--- src/hdl/lsd_dummy_unused.sv ---
// Spare source slot of the driver; holds no logic
`timescale 1ns/1ps
`default_nettype none
`default_nettype wire

--- src/hdl/lsd_pkg.sv ---
// Shared constants and types of the segment LCD driver control block
package lsd_pkg;

  // Register indices; byte address on the bus is four times the index
  localparam logic [6:0] LSD_IDX_CLOCK = 7'h4f;
  localparam logic [6:0] LSD_IDX_CONTROL = 7'h51;
  localparam logic [6:0] LSD_IDX_SEG_FIRST = 7'h52;
  localparam logic [6:0] LSD_IDX_SEG_LAST = 7'h5f;
  localparam int LSD_SEG_REGS = 14;
  localparam int LSD_FRONTPLANES = 27;
  localparam int LSD_BACKPLANES = 4;

  // Control register fields
  localparam int LSD_CR_EN_BIT = 7;
  localparam int LSD_CR_QUICK_BIT = 5;
  localparam int LSD_CR_DRAIN_BIT = 4;
  localparam int LSD_CR_CON_LSB = 0;
  localparam logic [7:0] LSD_CR_RESET = 8'h00;

  // Clock register fields
  localparam int LSD_CK_FCD_LSB = 5;
  localparam int LSD_CK_DUTY_LSB = 3;
  localparam int LSD_CK_SEL_LSB = 0;
  localparam logic [7:0] LSD_CK_RESET = 8'h00;

  // Last segment register has only its low nibble implemented
  localparam logic [7:0] LSD_SEG_LAST_MASK = 8'h0f;

  // Duty codes
  localparam logic [1:0] LSD_DUTY_STATIC = 2'h0;
  localparam logic [1:0] LSD_DUTY_THIRD = 2'h1;
  localparam logic [1:0] LSD_DUTY_QUARTER = 2'h2;
  localparam logic [1:0] LSD_DUTY_UNUSED = 2'h3;
  localparam logic [1:0] LSD_LAST_PHASE_THIRD = 2'h2;
  localparam logic [1:0] LSD_LAST_PHASE_QUARTER = 2'h3;

  // Fast-charge duration codes
  localparam logic [1:0] LSD_FCD_UNUSED = 2'h3;
  localparam int LSD_FCD_SHIFT_32 = 5;
  localparam int LSD_FCD_SHIFT_64 = 6;
  localparam int LSD_FCD_SHIFT_128 = 7;

  // Base clock divide ratios by select code; code 7 is reserved
  localparam logic [2:0] LSD_SEL_RESERVED = 3'h7;
  localparam logic [6:0][16:0] LSD_DIV_RATIO = {
    17'h10000, 17'h08000, 17'h04000, 17'h00400,
    17'h00200, 17'h00100, 17'h00080};

  // Pin drive levels, counted in thirds below the supply
  localparam logic [1:0] LSD_LVL_SUPPLY = 2'h0;
  localparam logic [1:0] LSD_LVL_TWO_THIRDS = 2'h1;
  localparam logic [1:0] LSD_LVL_ONE_THIRD = 2'h2;
  localparam logic [1:0] LSD_LVL_BIAS = 2'h3;

  typedef enum logic [1:0] {SEQ_IDLE, SEQ_RUN} lsd_seq_e;

endpackage

--- src/hdl/lsd_plane_levels.sv ---
// Backplane and frontplane drive level selection for one phase
`timescale 1ns/1ps
`default_nettype none

module lsd_plane_levels (
  // Sequencer state
  input wire logic active,
  input wire logic staticMode,
  input wire logic [1:0] phase,
  input wire logic halfB,
  // Segment bits, four per frontplane
  input wire logic [26:0][3:0] segBits,
  // Levels
  output logic [3:0][1:0] bpLevel,
  output logic [26:0][1:0] fpLevel
);

  genvar b;
  genvar f;

  generate
    for (b = 0; b < lsd_pkg::LSD_BACKPLANES; b = b + 1)
    begin : gBp
      logic selected;
      assign selected = staticMode || (phase == 2'(b));
      always_comb
      begin
        if (!active)
        begin
          bpLevel[b] = lsd_pkg::LSD_LVL_SUPPLY; // RQ13
        end
        else if (selected)
        begin
          bpLevel[b] = halfB ? lsd_pkg::LSD_LVL_BIAS :
            lsd_pkg::LSD_LVL_SUPPLY; // RQ14
        end
        else
        begin
          bpLevel[b] = halfB ? lsd_pkg::LSD_LVL_TWO_THIRDS :
            lsd_pkg::LSD_LVL_ONE_THIRD;
        end
      end
    end

    for (f = 0; f < lsd_pkg::LSD_FRONTPLANES; f = f + 1)
    begin : gFp
      logic segOn;
      assign segOn = staticMode ? segBits[f][0] : segBits[f][phase];
      always_comb
      begin
        if (!active)
        begin
          fpLevel[f] = lsd_pkg::LSD_LVL_SUPPLY; // RQ13
        end
        else if (segOn)
        begin
          // Opposite of the selected backplane: full voltage across
          fpLevel[f] = halfB ? lsd_pkg::LSD_LVL_SUPPLY :
            lsd_pkg::LSD_LVL_BIAS; // RQ12
        end
        else if (staticMode)
        begin
          fpLevel[f] = halfB ? lsd_pkg::LSD_LVL_BIAS :
            lsd_pkg::LSD_LVL_SUPPLY;
        end
        else
        begin
          // One third across against either backplane state
          fpLevel[f] = halfB ? lsd_pkg::LSD_LVL_ONE_THIRD :
            lsd_pkg::LSD_LVL_TWO_THIRDS;
        end
      end
    end
  endgenerate

endmodule

`default_nettype wire

--- src/hdl/lsd_prescaler.sv ---
// Base clock divider and fast-charge window generator
`timescale 1ns/1ps
`default_nettype none

module lsd_prescaler (
  // Clock and reset
  input wire logic clock,
  input wire logic sys_rst,
  // Control
  input wire logic refTick,
  input wire logic restart,
  input wire logic [2:0] baseSel,
  input wire logic [1:0] chargeDur,
  // Timing
  output logic halfB,
  output logic periodEnd,
  output logic fastWindow
);

  typedef struct packed {
    logic [15:0] cnt;
    logic [2:0] prevSel;
  } lsd_pre_s;

  lsd_pre_s s_reg;
  lsd_pre_s s_next;
  logic [16:0] ratio;
  logic [16:0] halfBit;
  logic [16:0] halfPos;
  logic [16:0] fastLen;
  logic [15:0] divMax;

  always_comb
  begin
    ratio = lsd_pkg::LSD_DIV_RATIO[baseSel];
    if (baseSel == lsd_pkg::LSD_SEL_RESERVED)
    begin
      ratio = lsd_pkg::LSD_DIV_RATIO[0];
    end
    halfBit = ratio >> 1;
    divMax = 16'(ratio - 17'h00001);
    halfPos = {1'b0, s_reg.cnt} & (halfBit - 17'h00001);
    case (chargeDur)
      2'h0: fastLen = ratio >> lsd_pkg::LSD_FCD_SHIFT_32;
      2'h1: fastLen = ratio >> lsd_pkg::LSD_FCD_SHIFT_64;
      2'h2: fastLen = ratio >> lsd_pkg::LSD_FCD_SHIFT_128;
      default: fastLen = 17'h00000;
    endcase
    halfB = ({1'b0, s_reg.cnt} & halfBit) != 17'h00000; // RQ9
    // Window opens at the start of each half period
    fastWindow = halfPos < fastLen; // RQ5
    periodEnd = refTick && (s_reg.cnt == divMax) && !restart;
    s_next = s_reg;
    s_next.prevSel = baseSel;
    if (restart || (baseSel != s_reg.prevSel))
    begin
      s_next.cnt = 16'h0000;
    end
    else if (refTick)
    begin
      if (s_reg.cnt == divMax)
      begin
        s_next.cnt = 16'h0000; // RQ10
      end
      else
      begin
        s_next.cnt = s_reg.cnt + 16'h0001;
      end
    end
  end

  always_ff @(posedge clock)
  begin
    if (sys_rst)
    begin
      s_reg <= '0;
    end
    else
    begin
      s_reg <= s_next;
    end
  end

endmodule

`default_nettype wire

--- src/hdl/lsd_segment_driver.sv ---
// Segment LCD driver control: registers, sequencer and pin levels
`timescale 1ns/1ps
`default_nettype none

// Functional notes
// RQ1 - Enable bit drives waveforms; reset clears it
// RQ2 - Low-current and fast-charge pick ladder resistance
// RQ3 - Reset clears both ladder bits: high current
// RQ4 - Four-bit contrast code, zero is maximum
// RQ5 - Fast charge holds low resistance each half
// RQ6 - Duration field read/write, resets to 1/32
// RQ7 - Duty field picks static, third, quarter, shared pin
// RQ8 - Duty resets to static, shared pin frontplane
// RQ9 - Base clock divides reference by 128 to 1024
// RQ10 - Codes 4 to 6 divide by 16K-64K
// RQ11 - Sixteen registers: control, clock, fourteen segment
// RQ12 - Segment bit one lights, zero darkens segment
// RQ13 - Disabled: all pins at supply, ladder off
// RQ14 - Frame is base period times phase count
// RQ15 - One phase per period, restart on change
// RQ16 - Unused codes give safe idle outputs; the unused duration code 3 only disables fast charge, the panel keeps running
module lsd_segment_driver (
  // Clock and reset
  input wire logic clock,
  input wire logic sys_rst,
  // AHB-Lite slave
  input wire logic hsel,
  input wire logic [31:0] haddr,
  input wire logic [1:0] htrans,
  input wire logic hwrite,
  input wire logic [2:0] hsize,
  input wire logic [31:0] hwdata,
  input wire logic hready,
  output logic [31:0] hrdata,
  output logic hreadyout,
  output logic hresp,
  // Reference crystal clock, asynchronous to clock
  input wire logic reference_crystal_clock,
  // Panel drive levels, counted in thirds below the supply
  output logic [2:0][1:0] backplane_outputs,
  output logic [25:0][1:0] frontplane_outputs,
  output logic [1:0] shared_plane_pin,
  output logic sharedIsBackplane,
  // Analog ladder control
  output logic ladderConnect,
  output logic ladderHighCurrent,
  output logic [3:0] contrast_code,
  // Waveform base clock
  output logic waveform_base_clock
);

  typedef struct packed {
    logic driver_enable;
    logic quick_charge_select;
    logic low_drain_select;
    logic [3:0] contrast;
    logic [1:0] quick_charge_duration;
    logic [1:0] duty;
    logic [2:0] base_clock_divider_select;
    logic [13:0][7:0] segment_data_regs;
    logic wrPend;
    logic wrHit;
    logic [6:0] wrIdx;
    logic [7:0] rdata;
    logic [2:0] refSync;
    lsd_pkg::lsd_seq_e seq;
    logic [1:0] phase;
    logic [1:0] prevDuty;
    logic prevEn;
    logic [2:0][1:0] bpLvl;
    logic [25:0][1:0] fpLvl;
    logic [1:0] sharedLvl;
    logic sharedBp;
    logic ladderOn;
    logic ladderHigh;
    logic baseClk;
  } lsd_main_s;

  lsd_main_s s_reg;
  lsd_main_s s_next;

  logic addrPhase;
  logic active;
  logic restart;
  logic refTick;
  logic halfB;
  logic periodEnd;
  logic fastWindow;
  logic staticMode;
  logic [1:0] lastPhase;
  logic [3:0][1:0] bpLevel;
  logic [26:0][1:0] fpLevel;
  logic [26:0][3:0] segBits;

  // Read value of one register index; unmapped words read zero
  function automatic logic [7:0] readReg(input lsd_main_s st,
                                          input logic hit,
                                          input logic [6:0] idx);
    logic [7:0] v;
    logic [6:0] segIdx;
    v = 8'h00;
    segIdx = idx - lsd_pkg::LSD_IDX_SEG_FIRST;
    if (hit)
    begin
      if (idx == lsd_pkg::LSD_IDX_CONTROL)
      begin
        v[lsd_pkg::LSD_CR_EN_BIT] = st.driver_enable;
        v[lsd_pkg::LSD_CR_QUICK_BIT] = st.quick_charge_select;
        v[lsd_pkg::LSD_CR_DRAIN_BIT] = st.low_drain_select;
        v[lsd_pkg::LSD_CR_CON_LSB +: 4] = st.contrast;
      end
      else if (idx == lsd_pkg::LSD_IDX_CLOCK)
      begin
        v[lsd_pkg::LSD_CK_FCD_LSB +: 2] = st.quick_charge_duration;
        v[lsd_pkg::LSD_CK_DUTY_LSB +: 2] = st.duty;
        v[lsd_pkg::LSD_CK_SEL_LSB +: 3] = st.base_clock_divider_select;
      end
      else if (idx >= lsd_pkg::LSD_IDX_SEG_FIRST &&
               idx <= lsd_pkg::LSD_IDX_SEG_LAST)
      begin
        v = st.segment_data_regs[segIdx[3:0]];
      end
    end
    return v;
  endfunction

  // Reference clock enters through a two-stage synchroniser
  assign refTick = s_reg.refSync[1] && !s_reg.refSync[2];

  // Reserved duty or base clock codes hold the panel in its off state
  assign active = s_reg.driver_enable &&
    (s_reg.duty != lsd_pkg::LSD_DUTY_UNUSED) &&
    (s_reg.base_clock_divider_select != lsd_pkg::LSD_SEL_RESERVED); // RQ16
  assign restart = !active || (s_reg.duty != s_reg.prevDuty) ||
    (s_reg.driver_enable != s_reg.prevEn); // RQ15
  assign staticMode = s_reg.duty == lsd_pkg::LSD_DUTY_STATIC; // RQ7
  assign lastPhase = (s_reg.duty == lsd_pkg::LSD_DUTY_QUARTER) ?
    lsd_pkg::LSD_LAST_PHASE_QUARTER : lsd_pkg::LSD_LAST_PHASE_THIRD;
  // Upper nibble of the last register has no frontplane behind it
  assign segBits = 108'(s_reg.segment_data_regs);

  assign addrPhase = hsel && hready && htrans[1];

  lsd_prescaler uPrescaler (
    .clock(clock),
    .sys_rst(sys_rst),
    .refTick(refTick),
    .restart(restart),
    .baseSel(s_reg.base_clock_divider_select),
    .chargeDur(s_reg.quick_charge_duration),
    .halfB(halfB),
    .periodEnd(periodEnd),
    .fastWindow(fastWindow)
  );

  lsd_plane_levels uLevels (
    .active(active),
    .staticMode(staticMode),
    .phase(s_reg.phase),
    .halfB(halfB),
    .segBits(segBits),
    .bpLevel(bpLevel),
    .fpLevel(fpLevel)
  );

  always_comb
  begin
    s_next = s_reg;
    s_next.refSync = {s_reg.refSync[1:0], reference_crystal_clock};
    s_next.prevDuty = s_reg.duty;
    s_next.prevEn = s_reg.driver_enable;

    // Data phase of a write lands here, one cycle after its address
    if (s_reg.wrPend && s_reg.wrHit)
    begin
      if (s_reg.wrIdx == lsd_pkg::LSD_IDX_CONTROL)
      begin
        s_next.driver_enable = hwdata[lsd_pkg::LSD_CR_EN_BIT]; // RQ1
        s_next.quick_charge_select = hwdata[lsd_pkg::LSD_CR_QUICK_BIT];
        s_next.low_drain_select = hwdata[lsd_pkg::LSD_CR_DRAIN_BIT];
        s_next.contrast = hwdata[lsd_pkg::LSD_CR_CON_LSB +: 4]; // RQ4
      end
      else if (s_reg.wrIdx == lsd_pkg::LSD_IDX_CLOCK)
      begin
        s_next.quick_charge_duration =
          hwdata[lsd_pkg::LSD_CK_FCD_LSB +: 2]; // RQ6
        s_next.duty = hwdata[lsd_pkg::LSD_CK_DUTY_LSB +: 2]; // RQ8
        s_next.base_clock_divider_select =
          hwdata[lsd_pkg::LSD_CK_SEL_LSB +: 3]; // RQ9
      end
      else if (s_reg.wrIdx >= lsd_pkg::LSD_IDX_SEG_FIRST &&
               s_reg.wrIdx <= lsd_pkg::LSD_IDX_SEG_LAST)
      begin
        if (s_reg.wrIdx == lsd_pkg::LSD_IDX_SEG_LAST)
        begin
          s_next.segment_data_regs[lsd_pkg::LSD_SEG_REGS - 1] =
            hwdata[7:0] & lsd_pkg::LSD_SEG_LAST_MASK;
        end
        else
        begin
          s_next.segment_data_regs[4'(s_reg.wrIdx -
            lsd_pkg::LSD_IDX_SEG_FIRST)] = hwdata[7:0]; // RQ11
        end
      end
    end

    s_next.wrPend = addrPhase && hwrite;
    if (addrPhase)
    begin
      s_next.wrHit = haddr[31:9] == 23'h000000;
      s_next.wrIdx = haddr[8:2];
      if (!hwrite)
      begin
        // Reading the updated copy forwards a write just completed
        s_next.rdata = readReg(s_next, haddr[31:9] == 23'h000000,
                               haddr[8:2]); // RQ11
      end
    end

    // Phase sequencer
    case (s_reg.seq)
      lsd_pkg::SEQ_IDLE:
      begin
        s_next.phase = 2'h0;
        if (active)
        begin
          s_next.seq = lsd_pkg::SEQ_RUN;
        end
      end
      lsd_pkg::SEQ_RUN:
      begin
        if (restart)
        begin
          s_next.phase = 2'h0; // RQ15
          s_next.seq = active ? lsd_pkg::SEQ_RUN : lsd_pkg::SEQ_IDLE;
        end
        else if (periodEnd)
        begin
          if (staticMode || s_reg.phase == lastPhase)
          begin
            s_next.phase = 2'h0; // RQ14
          end
          else
          begin
            s_next.phase = s_reg.phase + 2'h1;
          end
        end
      end
      default:
      begin
        s_next.seq = lsd_pkg::SEQ_IDLE;
        s_next.phase = 2'h0;
      end
    endcase

    // Registered pin levels; shared pin follows the duty selection
    s_next.bpLvl = bpLevel[2:0];
    s_next.fpLvl = fpLevel[26:1];
    s_next.sharedBp = s_reg.duty == lsd_pkg::LSD_DUTY_QUARTER; // RQ7
    s_next.sharedLvl = s_next.sharedBp ? bpLevel[3] : fpLevel[0];

    // 37k is the low resistance; fast charge pulses it in over 146k
    s_next.ladderOn = active; // RQ13
    s_next.ladderHigh = !s_reg.low_drain_select ||
      (s_reg.quick_charge_select && fastWindow); // RQ2
    s_next.baseClk = active && !halfB;
  end

  // Reset leaves everything zero: driver off, ladder at high current
  always_ff @(posedge clock)
  begin
    if (sys_rst)
    begin
      s_reg <= '0; // RQ3
    end
    else
    begin
      s_reg <= s_next;
    end
  end

  assign hrdata = {24'h000000, s_reg.rdata};
  assign hreadyout = 1'b1;
  assign hresp = 1'b0;
  assign backplane_outputs = s_reg.bpLvl;
  assign frontplane_outputs = s_reg.fpLvl;
  assign shared_plane_pin = s_reg.sharedLvl;
  assign sharedIsBackplane = s_reg.sharedBp;
  assign ladderConnect = s_reg.ladderOn;
  assign ladderHighCurrent = s_reg.ladderHigh && s_reg.ladderOn;
  assign contrast_code = s_reg.contrast;
  assign waveform_base_clock = s_reg.baseClk;

endmodule

`default_nettype wire

--- config.mk ---
export PLATFORM = sky130hd
export DESIGN_NAME = lsd_segment_driver
export DESIGN_NICKNAME = d
export VERILOG_FILES = /design/src/hdl/lsd_dummy_unused.sv /design/src/hdl/lsd_pkg.sv /design/src/hdl/lsd_plane_levels.sv /design/src/hdl/lsd_prescaler.sv /design/src/hdl/lsd_segment_driver.sv
export SDC_FILE = /design/constraint.sdc
export NUM_CORES = 1
export LEC_CHECK = 0
export BUFFER_PORTS_ARGS = -buffer_cell sky130_fd_sc_hd__buf_2
export CELL_PAD_IN_SITES_DETAIL_PLACEMENT = 1
export CELL_PAD_IN_SITES_GLOBAL_PLACEMENT = 1
export CORE_MARGIN = 2
export CORE_UTILIZATION = 44
export CTS_CLUSTER_SIZE = 20
export DETAILED_ROUTE_END_ITERATION = 10
export PLACE_DENSITY_LB_ADDON = 0.25
export SYNTH_ARGS = -nofsm -noshare
export SYNTH_HDL_FRONTEND = slang
export SYNTH_SLANG_ARGS = --single-unit
--- constraint.sdc ---
create_clock -name clock -period 6.32 [get_ports clock]
set_clock_uncertainty 0.1 [all_clocks]
set_input_delay 1.264 -clock clock [delete_from_list [all_inputs] [get_ports clock]]
set_output_delay 1.264 -clock clock [all_outputs]
set_load 0.01 [all_outputs]
==> metrics.txt <==
status completed; post_cts resized 0; Register Area approximately 4800 um^2; YS warnings 0; grt ovf 0; clk root buf clkbuf_16; critical path launch point type flop; crit path max fanout 18; Critical Path Stages 11; DRT antenna net count 0; number of cell rows 62; slowest CP cell o21ai_1; unrepaired setup endpoints after global routing false; Least-Margin Pin Slew roughly 1300 ps; total routed wirelength 40,400 um; antenna violations before repair 0; drt wl/cell ~21 um; VDD IR max ~180 uV; fin cells 1,893; pwr dens roughly 240 nW/um^2; Synth top cells by count nor2_1, dfxtp_1, mux2i_1; Area growth syn-to-layout 9.18%; All-Layer GR Usage a little over a quarter; Slew Limit Fails 0; flops & latches, synth 240; initial DRC count approximately 950; Sequential Power Share 45.0%; top cell type's share of synthesized area 37.4%; Int Pwr roughly 2.6 mW; drt drc 0; vias in the first global route 10,925; Initial Util 44.7%; Hold WS ~350 ps; Layout Utilization 48.8%; R2R cell count 11; switching share of power between 20% and 30%; Worst-path clk slew 60 ps; setup bufs post-CTS 0; Setup TNS Final 0 ps; Slew headroom ~15%; EDFF count, synth 0; global placer's final weighted congestion slightly above 0.9; largest area contributor in the netlist dfxtp_1; fin crit share 69.0%; # setup viols final 0; Hold Crit Depth 1; Worst Hold Class flop to flop; crit path capture type flop; vias per cell about 5.7; Buffers on Ports 120; share of cells above drive strength 1 between 10% and 20%; Max Root-Sink Buffers 3; Post-layout nets 1,584; mapped cell area approximately 13,000 um^2; Setup CP Type flop to flop; CP arrival between 4000 and 5000 ps; WP data required about 6600 ps; asr flop ratio synth 0%; CTS tree yes; CP top delay family simple AND/OR/NAND/NOR gates; Worst Path Buf+Inv 1; Final Hold Fails 0; part of the power in combinational logic under 10%; largest net degree at the start of global routing between 70 and 80; IO Count between 150 and 200; Max stage delay on crit path between 800 and 900 ps; die width approximately 170 um; top_reg_cell synth dfxtp_1; Netlist cell types 89; H-tree levels 1; Max-Cap Viols 0; n_diodes 0; Multi-input gate area approximately 7000 um^2; sequential share of the synthesized area between 30% and 40%; cts hold-fix bufs 0; max reg flops between 100 and 150; Placed Instances 1,844; post-layout min period 4360 ps; FMAX 0.229 GHz; leakage roughly 5.5 nW; synthesized area per cell 8.59 um^2; Area contributors post-synth dfxtp_1, mux2i_1, nor2_1; core footprint between 20,000 and 30,000 um^2; global-route wire length before repair about 63,000 um; clock share of power 49.3%; drt pass-1 iters 5; net load switching power 0.780 mW; Mapped Cells between 1,000 and 1,500; Die ar. 30,600 um^2; CTS Buf Count 27; vias after detailed routing about 11,000; DP HPWL 28,600 um; die span in y 175 um; crit-path cells nand3_1 -> nand2b_1 -> inv_1 -> ha_1 -> xor2_1 -> and3_1 -> a31oi_1 -> a2bb2oi_1 -> or4_1 -> o21ai_1 -> nor2_1; most common cell in the netlist nor2_1; fill cell count about 3,400; # clock sinks 240; Worst-Skew Late Latency around 540 ps
==> cell families after synthesis <==
family                     count (synthesis)  synth area share (%)
AOI/OAI and AO/OA                        247                  13.5
xor gates and xnor gates                  92                  6.42
adders and majority gates                 20                  1.95
buffers and inverters                    223                  9.51
DFF                                      240                  37.4
muxes                                    148                  11.9
other                                      2                0.0585
and+or+nand+nor                          522                  19.2
==> layout make-up <==
class / count / share of cell area [%]
Clock inverter: 6 / 0.750
Tap cell: 384 / 3.43
Inverter: 24 / 0.643
Sequential cell: 240 / 34.3
Timing Repair Buffer: 141 / 5.43
Clock buffer: 43 / 6.03
Multi-Input combinational cell: 1055 / 49.4
==> metrics by stage <==
stage	power [mW]	instance area (um^2)	worst slack [ps]
finish	3.38	14000	1960
CTS	3.40	14000	1980
floorplan	1.68	12900	2950
global route	3.48	14000	1630
global placement	1.74	13100	2130
detailed placement	1.74	13100	2000
==> worst reg2reg max path, stage by stage, from the launching register on <==
cell	delay (ps)
dfxtp_1	410
nand3_1	620
nand2b_1	410
inv_1	180
ha_1	320
xor2_1	250
and3_1	200
a31oi_1	40
a2bb2oi_1	160
or4_1	530
o21ai_1	840
nor2_1	140
==> power by group through the flow <==
stage                     logic [mW]  registers (mW)  clock network (mW)
after floorplan                0.125            1.55                   0
after global placement         0.184            1.55                   0
after detailed placement       0.186            1.55                   0
after CTS                      0.187            1.52                1.69
after global routing           0.202            1.52                1.76
final                          0.191            1.52                1.67
==> routing by layer <==
metal	track usage, %	part of all wire [%]
met1	35.9	45
met2	43.0	46
met3	3.66	6.4
met4	7.99	3.0
met5	0	0
==> placed cells by master, fill, tap and decap left out, drive strengths merged, types with 9 or more instances in the layout <==
cell,n
buf,141
xor2,75
ha,20
a21oi,65
clkbuf,43
nand4,16
nor2,288
mux2i,137
nand3,20
o221ai,9
inv,23
nand2,85
and2,10
dfxtp,240
o21ai,19
a211oi,17
o22ai,31
a22oi,15
nor4,19
conb,26
and3,16
nor3,13
nor2b,12
nand2b,12
xnor2,17
==> path summary, 6_finish.rpt <==
| kind | startpoint | endpoint | slack [ps] |
|---|---|---|---|
| setup / recovery | s_reg[205]$_SDFF_PP0_ | uPrescaler.s_reg[5]$_SDFFE_PP0P_ | 1960 |
| hold / removal | s_next[72]$_SDFF_PP0_ | s_next[73]$_SDFF_PP0_ | 350 |
| setup reg to reg | s_reg[205]$_SDFF_PP0_ | uPrescaler.s_reg[5]$_SDFFE_PP0P_ | 1960 |
| hold reg to reg | s_next[72]$_SDFF_PP0_ | s_next[73]$_SDFF_PP0_ | 350 |
Note: power is estimated with default switching activity, not from simulation.
